`src/design/exec_unit_pkg.sv`:
```
package exec_unit_pkg;
   // register offsets, byte addresses
   localparam int          PADDR_W     = 8;
   localparam logic [7:0]  CMD_OFS     = 8'h00;
   localparam logic [7:0]  OPERAND_OFS = 8'h04;
   localparam logic [7:0]  FLAGS_OFS   = 8'h08;
   localparam logic [7:0]  ADDR_OFS    = 8'h0C;
   localparam logic [7:0]  STATE_OFS   = 8'h10;
   // command word fields
   localparam int          OP_W        = 6;
   localparam int          CMD_BIT_LSB = 8;
   localparam int          CMD_BASE_LSB = 12;
   localparam int          BASE_W      = 3;
   localparam int          CMD_NVM_BIT = 16;
   localparam int          CMD_IOSP_BIT = 17;
   localparam int          STATE_BUSY_BIT = 8;
   // status flag positions
   localparam int          FLAG_C = 0;
   localparam int          FLAG_Z = 1;
   localparam int          FLAG_N = 2;
   localparam int          FLAG_V = 3;
   localparam int          FLAG_S = 4;
   localparam int          FLAG_H = 5;
   localparam int          FLAG_T = 6;
   localparam int          FLAG_I = 7;
   // reset values and sizes
   localparam logic [7:0]  FLAGS_RESET = 8'h00;
   localparam logic [7:0]  BYTE_ZERO   = 8'h00;
   localparam logic [7:0]  IO_LOW_SIZE = 8'h40;
   localparam logic [7:0]  CYCLE_ONE   = 8'h01;
   localparam int          CNT_W       = 8;

   typedef enum logic [5:0] {
      nop_op                 = 6'h00,
      logical_shift_left_op  = 6'h01,
      logical_shift_right_op = 6'h02,
      rotate_left_carry_op   = 6'h03,
      rotate_right_carry_op  = 6'h04,
      arith_shift_right_op   = 6'h05,
      nibble_swap_op         = 6'h06,
      io_bit_set_op          = 6'h07,
      io_bit_clear_op        = 6'h08,
      bit_to_transfer_op     = 6'h09,
      transfer_to_bit_op     = 6'h0A,
      generic_flag_set_op    = 6'h0B,
      generic_flag_clear_op  = 6'h0C,
      carry_set_op           = 6'h0D,
      carry_clear_op         = 6'h0E,
      negative_set_op        = 6'h0F,
      negative_clear_op      = 6'h10,
      zero_set_op            = 6'h11,
      zero_clear_op          = 6'h12,
      irq_enable_op          = 6'h13,
      irq_disable_op         = 6'h14,
      signed_set_op          = 6'h15,
      signed_clear_op        = 6'h16,
      overflow_set_op        = 6'h17,
      overflow_clear_op      = 6'h18,
      transfer_set_op        = 6'h19,
      transfer_clear_op      = 6'h1A,
      halfcarry_set_op       = 6'h1B,
      halfcarry_clear_op     = 6'h1C,
      break_op               = 6'h1D,
      sleep_op               = 6'h1E,
      watchdog_restart_op    = 6'h1F,
      data_access_op         = 6'h20
   } op_t;

   typedef enum logic [1:0] {
      st_idle     = 2'b00,
      st_exec     = 2'b01,
      st_io_write = 2'b10,
      st_mem_wait = 2'b11
   } state_t;
endpackage

```
`src/design/access_timer.sv`:
```
`timescale 1ns/1ps
`default_nettype none
module access_timer
   import exec_unit_pkg::*;
#(
   parameter int BW = BASE_W
) (
   input  wire logic          clk,       // core clock
   input  wire logic          reset,     // async, active high
   input  wire logic          start,     // load on first cycle
   input  wire logic [BW-1:0] base,      // listed cycle count
   input  wire logic          via_nvm,   // routed through controller
   input  wire logic          low_io,    // lower i/o space target
   input  wire logic          nvm_busy,  // controller stall
   output logic               needs_wait, // more than one cycle
   output logic               done        // last waiting cycle
);
   logic [BW+1:0] remaining;
   logic [BW+1:0] next_remaining;
   logic [BW+1:0] total;

   // total cycles including the extra ones
   always_comb begin
      total = (BW+2)'(base) + (BW+2)'(low_io) + (BW+2)'(via_nvm);
      if (total == '0) begin
         total = (BW+2)'(1);
      end
      needs_wait = (total > (BW+2)'(1));
      done = (remaining == '0) && !(via_nvm && nvm_busy);
      next_remaining = remaining;
      if (start) begin
         next_remaining = needs_wait ? total - (BW+2)'(2) : '0;
      end else if (remaining != '0) begin
         next_remaining = remaining - (BW+2)'(1);
      end
   end

   // countdown register
   always_ff @(posedge clk or posedge reset) begin
      if (reset) begin
         remaining <= '0;
      end else begin
         remaining <= next_remaining;
      end
   end
endmodule
`default_nettype wire

```
`src/design/bit_shift_flag_exec_unit.sv`:
```
// Operation
// - rotate left through carry: carry into bit0, bit7 to carry, one cycle
// - rotate right through carry: carry into bit7, bit0 out, no H
// - i/o bit set forces chosen bit to one, flags kept, two cycles
// - i/o bit clear forces chosen bit to zero, no flag, two cycles
// - bit to transfer copies register bit into T, one cycle
// - transfer to bit writes T into register bit, one cycle
// - overflow set and clear touch only V, one cycle
// - half carry set and clear touch only H, one cycle
// - signed set and clear touch only S, one cycle
// - break takes one cycle, no flags, signals debug facility
// - sleep takes one cycle, no flags, requests sleep state
// - watchdog restart takes one cycle, no flags, restarts watchdog
// - listed data access counts hold for internal ram only
// - controller-routed access adds one cycle, more while it is busy
// - access to lowest 64 i/o bytes adds one cycle
`timescale 1ns/1ps
`default_nettype none
module bit_shift_flag_exec_unit
   import exec_unit_pkg::*;
#(
   parameter int IO_AW = 8
) (
   input  wire logic               clk,         // core clock
   input  wire logic               reset,       // async, active high
   input  wire logic               psel,        // apb select
   input  wire logic               penable,     // apb access phase
   input  wire logic               pwrite,      // apb direction
   input  wire logic [PADDR_W-1:0] paddr,       // apb byte address
   input  wire logic [31:0]        pwdata,      // apb write data
   output logic      [31:0]        prdata,      // apb read data
   output logic                    pready,      // apb ready
   output logic                    pslverr,     // apb error
   input  wire logic [7:0]         io_rdata,    // i/o read data
   input  wire logic               nvm_busy,    // controller busy
   output logic      [IO_AW-1:0]   io_addr,     // i/o address
   output logic      [7:0]         io_wdata,    // i/o write data
   output logic                    io_re,       // i/o read strobe
   output logic                    io_we,       // i/o write strobe
   output logic                    debug_break, // debug entry pulse
   output logic                    sleep_req,   // sleep request pulse
   output logic                    wdt_restart  // watchdog restart pulse
);
   state_t           state, next_state;
   op_t              op, next_op;
   logic [2:0]       bsel, next_bsel;
   logic [BASE_W-1:0] base, next_base;
   logic             nonvolatile_mem_controller, next_nvm, iosp, next_iosp;
   logic [7:0]       rd, next_rd, flags, next_flags;
   logic [IO_AW-1:0] next_io_addr;
   logic [7:0]       next_io_wdata;
   logic             next_io_re, next_io_we;
   logic             next_debug_break, next_sleep_req, next_wdt_restart;
   logic [CNT_W-1:0] last_cycles, next_last_cycles;
   logic [31:0]      next_prdata;
   logic             next_pready, next_pslverr;
   logic             wr_ok, setup, mapped, low_io, t_start, t_done, t_wait;
   logic [7:0]       sh_res;
   logic             sh_c;
   logic [4:0]       fl_hit;

   // dedicated flag op decode: {hit, value, index}
   function automatic logic [4:0] flag_op(input op_t o);
      unique case (o)
         carry_set_op:      flag_op = {2'b11, 3'(FLAG_C)};
         carry_clear_op:    flag_op = {2'b10, 3'(FLAG_C)};
         negative_set_op:   flag_op = {2'b11, 3'(FLAG_N)};
         negative_clear_op: flag_op = {2'b10, 3'(FLAG_N)};
         zero_set_op:       flag_op = {2'b11, 3'(FLAG_Z)};
         zero_clear_op:     flag_op = {2'b10, 3'(FLAG_Z)};
         irq_enable_op:     flag_op = {2'b11, 3'(FLAG_I)};
         irq_disable_op:    flag_op = {2'b10, 3'(FLAG_I)};
         signed_set_op:     flag_op = {2'b11, 3'(FLAG_S)};
         signed_clear_op:   flag_op = {2'b10, 3'(FLAG_S)};
         overflow_set_op:   flag_op = {2'b11, 3'(FLAG_V)};
         overflow_clear_op: flag_op = {2'b10, 3'(FLAG_V)};
         transfer_set_op:   flag_op = {2'b11, 3'(FLAG_T)};
         transfer_clear_op: flag_op = {2'b10, 3'(FLAG_T)};
         halfcarry_set_op:  flag_op = {2'b11, 3'(FLAG_H)};
         halfcarry_clear_op: flag_op = {2'b10, 3'(FLAG_H)};
         default:           flag_op = 5'h00;
      endcase
   endfunction

   assign setup = psel && !penable;
   assign wr_ok = psel && penable && pready && pwrite && !pslverr;
   assign low_io = iosp && (io_addr < IO_AW'(IO_LOW_SIZE));
   assign t_start = (state == st_exec) && (op == data_access_op);
   assign fl_hit = flag_op(op); // dedicated flag op decode of current op

   access_timer #(.BW(BASE_W)) timer (
      .clk        (clk),
      .reset      (reset),
      .start      (t_start),
      .base       (base),
      .via_nvm    (nonvolatile_mem_controller),
      .low_io     (low_io),
      .nvm_busy   (nvm_busy),
      .needs_wait (t_wait),
      .done       (t_done)
   );

   // apb answer: ready in the first access cycle
   always_comb begin
      mapped = (paddr == CMD_OFS) || (paddr == OPERAND_OFS) ||
               (paddr == FLAGS_OFS) || (paddr == ADDR_OFS) ||
               (paddr == STATE_OFS);
      next_pready = setup;
      next_pslverr = setup && (!mapped || (pwrite && state != st_idle));
      next_prdata = '0;
      if (setup && !pwrite) begin
         unique case (paddr)
            CMD_OFS:     next_prdata = {26'h0, op};
            OPERAND_OFS: next_prdata = {24'h0, rd};
            FLAGS_OFS:   next_prdata = {24'h0, flags};
            ADDR_OFS:    next_prdata = 32'(io_addr);
            STATE_OFS:   next_prdata = {23'h0, state != st_idle,
                                        last_cycles};
            default:     next_prdata = '0;
         endcase
      end
   end

   always_ff @(posedge clk or posedge reset) begin
      if (reset) begin
         pready <= 1'b0;
         pslverr <= 1'b0;
         prdata <= '0;
      end else begin
         pready <= next_pready;
         pslverr <= next_pslverr;
         prdata <= next_prdata;
      end
   end

   // shifter for the five shift and rotate forms
   always_comb begin
      sh_res = rd;
      sh_c = flags[FLAG_C];
      unique case (op)
         logical_shift_left_op: begin
            sh_res = {rd[6:0], 1'b0};
            sh_c = rd[7];
         end
         rotate_left_carry_op: begin
            sh_res = {rd[6:0], flags[FLAG_C]};
            sh_c = rd[7];
         end
         logical_shift_right_op: begin
            sh_res = {1'b0, rd[7:1]};
            sh_c = rd[0];
         end
         rotate_right_carry_op: begin
            sh_res = {flags[FLAG_C], rd[7:1]};
            sh_c = rd[0];
         end
         arith_shift_right_op: begin
            sh_res = {rd[7], rd[7:1]};
            sh_c = rd[0];
         end
         default: begin
            sh_res = rd;
            sh_c = flags[FLAG_C];
         end
      endcase
   end

   // execution sequencer and operand state
   always_comb begin
      next_state = state;
      next_op = op;
      next_bsel = bsel;
      next_base = base;
      next_nvm = nonvolatile_mem_controller;
      next_iosp = iosp;
      next_rd = rd;
      next_flags = flags;
      next_io_addr = io_addr;
      next_io_wdata = io_wdata;
      next_io_re = 1'b0;
      next_io_we = 1'b0;
      next_debug_break = 1'b0;
      next_sleep_req = 1'b0;
      next_wdt_restart = 1'b0;
      next_last_cycles = last_cycles;
      if (state != st_idle) begin
         next_last_cycles = last_cycles + CYCLE_ONE;
      end
      if (wr_ok) begin
         unique case (paddr)
            CMD_OFS: begin
               next_op = op_t'(pwdata[OP_W-1:0]);
               next_bsel = pwdata[CMD_BIT_LSB +: 3];
               next_base = pwdata[CMD_BASE_LSB +: BASE_W];
               next_nvm = pwdata[CMD_NVM_BIT];
               next_iosp = pwdata[CMD_IOSP_BIT];
               next_last_cycles = '0;
               next_state = st_exec;
            end
            OPERAND_OFS: next_rd = pwdata[7:0];
            FLAGS_OFS:   next_flags = pwdata[7:0];
            ADDR_OFS:    next_io_addr = pwdata[IO_AW-1:0];
            default:     next_rd = rd;
         endcase
      end
      unique case (state)
         st_idle: begin
         end
         st_exec: begin
            next_state = st_idle;
            unique case (op)
               logical_shift_left_op, rotate_left_carry_op,
               logical_shift_right_op, rotate_right_carry_op,
               arith_shift_right_op: begin
                  next_rd = sh_res;
                  next_flags[FLAG_Z] = (sh_res == BYTE_ZERO);
                  next_flags[FLAG_C] = sh_c;
                  next_flags[FLAG_N] = sh_res[7];
                  next_flags[FLAG_V] = sh_res[7] ^ sh_c;
                  if (op == logical_shift_left_op ||
                      op == rotate_left_carry_op) begin
                     next_flags[FLAG_H] = rd[3];
                  end
               end
               nibble_swap_op: next_rd = {rd[3:0], rd[7:4]};
               io_bit_set_op, io_bit_clear_op: begin
                  next_io_re = 1'b1;
                  next_state = st_io_write;
               end
               bit_to_transfer_op: next_flags[FLAG_T] = rd[bsel];
               transfer_to_bit_op: next_rd[bsel] = flags[FLAG_T];
               generic_flag_set_op: next_flags[bsel] = 1'b1;
               generic_flag_clear_op: next_flags[bsel] = 1'b0;
               break_op: next_debug_break = 1'b1;
               sleep_op: next_sleep_req = 1'b1;
               watchdog_restart_op: next_wdt_restart = 1'b1;
               data_access_op: begin
                  if (t_wait) begin
                     next_state = st_mem_wait;
                  end
               end
               default: begin
                  if (fl_hit[4]) begin
                     next_flags[fl_hit[2:0]] = fl_hit[3];
                  end
               end
            endcase
         end
         st_io_write: begin
            next_io_wdata = io_rdata;
            next_io_wdata[bsel] = (op == io_bit_set_op);
            next_io_we = 1'b1;
            next_state = st_idle;
         end
         st_mem_wait: begin
            if (t_done) begin
               next_state = st_idle;
            end
         end
      endcase
   end

   always_ff @(posedge clk or posedge reset) begin
      if (reset) begin
         state <= st_idle;
         op <= nop_op;
         bsel <= '0;
         base <= '0;
         nonvolatile_mem_controller <= 1'b0;
         iosp <= 1'b0;
         rd <= BYTE_ZERO;
         flags <= FLAGS_RESET;
         io_addr <= '0;
         io_wdata <= BYTE_ZERO;
         io_re <= 1'b0;
         io_we <= 1'b0;
         debug_break <= 1'b0;
         sleep_req <= 1'b0;
         wdt_restart <= 1'b0;
         last_cycles <= '0;
      end else begin
         state <= next_state;
         op <= next_op;
         bsel <= next_bsel;
         base <= next_base;
         nonvolatile_mem_controller <= next_nvm;
         iosp <= next_iosp;
         rd <= next_rd;
         flags <= next_flags;
         io_addr <= next_io_addr;
         io_wdata <= next_io_wdata;
         io_re <= next_io_re;
         io_we <= next_io_we;
         debug_break <= next_debug_break;
         sleep_req <= next_sleep_req;
         wdt_restart <= next_wdt_restart;
         last_cycles <= next_last_cycles;
      end
   end

   logic ex;
   assign ex = (state == st_exec);
endmodule
`default_nettype wire

```
`config.mk`:
```
export PLATFORM = sky130hd
export DESIGN_NAME = bit_shift_flag_exec_unit
export DESIGN_NICKNAME = d
export VERILOG_FILES = /design/src/design/exec_unit_pkg.sv /design/src/design/access_timer.sv /design/src/design/bit_shift_flag_exec_unit.sv
export SDC_FILE = /design/constraint.sdc
export NUM_CORES = 1
export LEC_CHECK = 0
export ABC_AREA = 1
export BUFFER_PORTS_ARGS = -buffer_cell sky130_fd_sc_hd__buf_2
export CAP_MARGIN = 30
export CORE_ASPECT_RATIO = 0.8
export CORE_MARGIN = 4
export CORE_UTILIZATION = 40
export DETAILED_ROUTE_END_ITERATION = 12
export PLACE_DENSITY_LB_ADDON = 0.1
export SETUP_SLACK_MARGIN = 0.4
export SLEW_MARGIN = 5
export SYNTH_ARGS = -nofsm -noshare
export SYNTH_HDL_FRONTEND = slang
export SYNTH_SLANG_ARGS = --single-unit
```
`constraint.sdc`:
```
create_clock -name clk -period 2.86 [get_ports clk]
set_input_delay 0 -clock clk [delete_from_list [all_inputs] [get_ports clk]]
set_output_delay 0 -clock clk [all_outputs]
set_load 0.02 [all_outputs]
```
==> out/results.txt <==
TritonCTS buffer count: 9
Worst Hold End: io_addr[6]$_DFFE_PP0P_
First-pass GRT wire length: 27800 µm
Hold Path Depth: 3
Worst EP required: 3.12 ns
Total power: 2540 µW
Die Width: 139 µm
Worst setup SP type: register
Row count: 37
Number of global-route vias before repair: 5177
Seq/Total Area, Yosys: 35.3%
I/O pin total: 109
Clock sinks: 77
H-tree depth: 3
Period utilization: 81.6%
Mapped cell area: 5450 µm²
Crit path DAT: 2.60 ns
Yosys top cell area share: 35.3%
Commonest non-fill, non-tap cell in the layout: nand2_1
Syn_area_per_cell: 7.12 µm²
Routed vias: 5451
Total track usage: 22.1%
Largest net degree at the start of global routing: 34
Buffers on Ports: 69
Synth warn: 0
Synth Flop Type: dfrtp_1
Final WL: 17100 µm
Cell accounting for the most synthesized area: dfrtp_1
Area contributors post-synth: dfrtp_1 35%, nand2_1 14%, nand3_1 6.1%
Nets: 946
Gp weighted congestion: 0.918
Flop2flop setup slack: 0.53 ns
Post-layout min period: 2.33 ns
Final Hold Viols: 0
Worst-path maximum fanout: 4
Starting Density: 41.6%
R2r startpoint: io_addr[7]$_DFFE_PP0P_
Antenna Violating Nets Remaining: 0
DR iter-0 viols: 382
Clk pin slew, worst setup/hold paths: 0.06 ns
Asr flop ratio synth: 100%
Crit. End Element: register
Die area: 15600 µm²
Worst min-delay path class: primary input to register
Final core utilization: 50.7%
P per Cell Area: 382 nW/µm²
Gr ovfl total: 0
Layout Skew: 0.00590 ns
Cell variety after synth: 51
DRC viols: 0
RSZ-0062 raised after global routing: yes
R2R Path End: timer.remaining[3]$_DFFE_PP0P_
Hold_sp: pwdata[6]
Initial DRT Pass Iterations: 5
HPWL Detailed: 13200 µm
Final setup viols: 0
Share of layout cells above drive strength 1: 18.6%
Maximum Capacitance Violations: 0
Syn-to-layout area delta: 21.9%
Worst IR Drop VDD: 271 µV
Status: completed
Final Slew Violations: 0
CTS tree: done
Max Clk Rate: 0.428 GHz
Root buf cell: clkbuf_16
Routed vias/inst: 5.15
Worst-case clock buffer depth: 2
Die Y-Extent: 112 µm
Setup TNS: 0 ns
Post-synth EDFFs: 0
Inst Count DP: 1006
Core area: 13100 µm²
Initial antenna violation count: 0
# diodes: 0
Clock latency on the worst-skew pair: 0.34 ns
Crit path kind: register to register
Fin cells: 1059
Flops & latches, synth: 77
Leak pwr: 0.00333 µW
Post-Syn Instances: 766
Commonest cells after routing, fill and taps aside: 210 x nand2_1, 83 x inv_1, 76 x nor2_1, 76 x dfrtp_1, 69 x buf_2
Drt wl/cell: 16.1 µm
Max-slew headroom: 59.2%
Worst Max-Slew Pin Slew: 0.606 ns
R2R depth: 12
-- how the worst max path moves through the flow --
stage                                 startpoint                             end  slack [ns]  cells past startpoint
after floorplan           io_addr[6]$_DFFE_PP0P_              state[1]$_DFF_PP0_        0.67                     10
after global placement    io_addr[6]$_DFFE_PP0P_  timer.remaining[3]$_DFFE_PP0P_        0.52                     12
after detailed placement  io_addr[6]$_DFFE_PP0P_              state[1]$_DFF_PP0_        0.48                     10
after CTS                 io_addr[6]$_DFFE_PP0P_  timer.remaining[3]$_DFFE_PP0P_        0.46                     10
after global routing      io_addr[7]$_DFFE_PP0P_  timer.remaining[3]$_DFFE_PP0P_        0.31                     12
final                     io_addr[7]$_DFFE_PP0P_  timer.remaining[3]$_DFFE_PP0P_        0.53                     12
-- area by class of cell --
class / instances / area, µm²
clock buffer: 9 / 225
inverter: 91 / 345
timing repair buffer: 116 / 771
tap: 175 / 219
clock inverter: 7 / 106
multi-input combinational: 584 / 3050
sequential: 77 / 1930
fill: 1322 / 6460
-- flip-flops by register name, indices dropped and copies added, names as in the netlist, 2 cells and up --
| signal | flops |
|---|---|
| io_addr | 8 |
| flags | 8 |
| timer.remaining | 5 |
| prdata | 9 |
| state | 2 |
| rd | 8 |
| io_wdata | 8 |
| op | 6 |
| base | 3 |
| bsel | 3 |
| last_cycles | 8 |
-- critical path, stage by stage, from the launching register on --
cell and delay [ns]:
dfrtp_1 0.43, nor3b_2 0.23, ha_2 0.30, ha_1 0.19, ha_1 0.23, xor2_2 0.18
inv_1 0.06, ha_2 0.20, inv_1 0.05, nand2_1 0.05, nand2_1 0.07, nand4_1 0.11
a21oi_1 0.16
-- kinds of logic (layout without fill, tap and decap cells) --
family / count (synthesis) / count (layout) / synth area share [%]
and+or+nand+nor: 413 / 413 / 34.6
xor gates and xnor gates: 8 / 8 / 1.29
DFF: 77 / 77 / 35.3
other: 1 / 23 / 0.0688
AOI/OAI and AO/OA: 126 / 126 / 14.6
muxes: 1 / 1 / 0.184
adders and majority gates: 13 / 13 / 2.98
buffers and inverters: 127 / 223 / 10.9
-- where the power goes --
| group | switching [µW] | internal [µW] | total [µW] |
|---|---|---|---|
| logic | 104 | 59.4 | 164 |
| clock network | 499 | 780 | 1280 |
| registers | 4.94 | 1090 | 1100 |
-- routing by layer --
metal  GRT usage (%)  vias up  wire length [µm]
li1                -     2696                 -
met1            31.3     2521              7820
met2            34.1      206              7610
met3            5.41       28              1380
met4            5.73        0               267
met5               0        -                 0
-- cell usage after synthesis (all sizes together), types with 4 or more instances --
cell,count
a21oi,25
a22oi,4
a31oi,7
buf,32
clkbuf,4
dfrtp,77
ha,13
inv,91
nand2,218
nand3,69
nand4,11
nor2,99
nor3,7
o211ai,17
o21a,4
o21ai,48
o22ai,8
xor2,7
-- per-stage QoR --
step	cell area, µm²	hold WS [ns]	setup WS [ns]
floorplan	5530	0.0763	0.675
CTS	6550	0.0184	0.460
global route	6640	0.0358	0.311
detailed placement	5920	0.0327	0.476
finish	6640	0.0188	0.525
global placement	5920	0.0286	0.517
-- timing repair --
item	in CTS	in global routing
endpoints found under the hold margin	51	0
endpoints found under the setup margin	0	16
gates resized for setup	0	10
setup buffers	0	8
hold buffers	29	0
No activity file was read; power rests on OpenSTA's default activity.
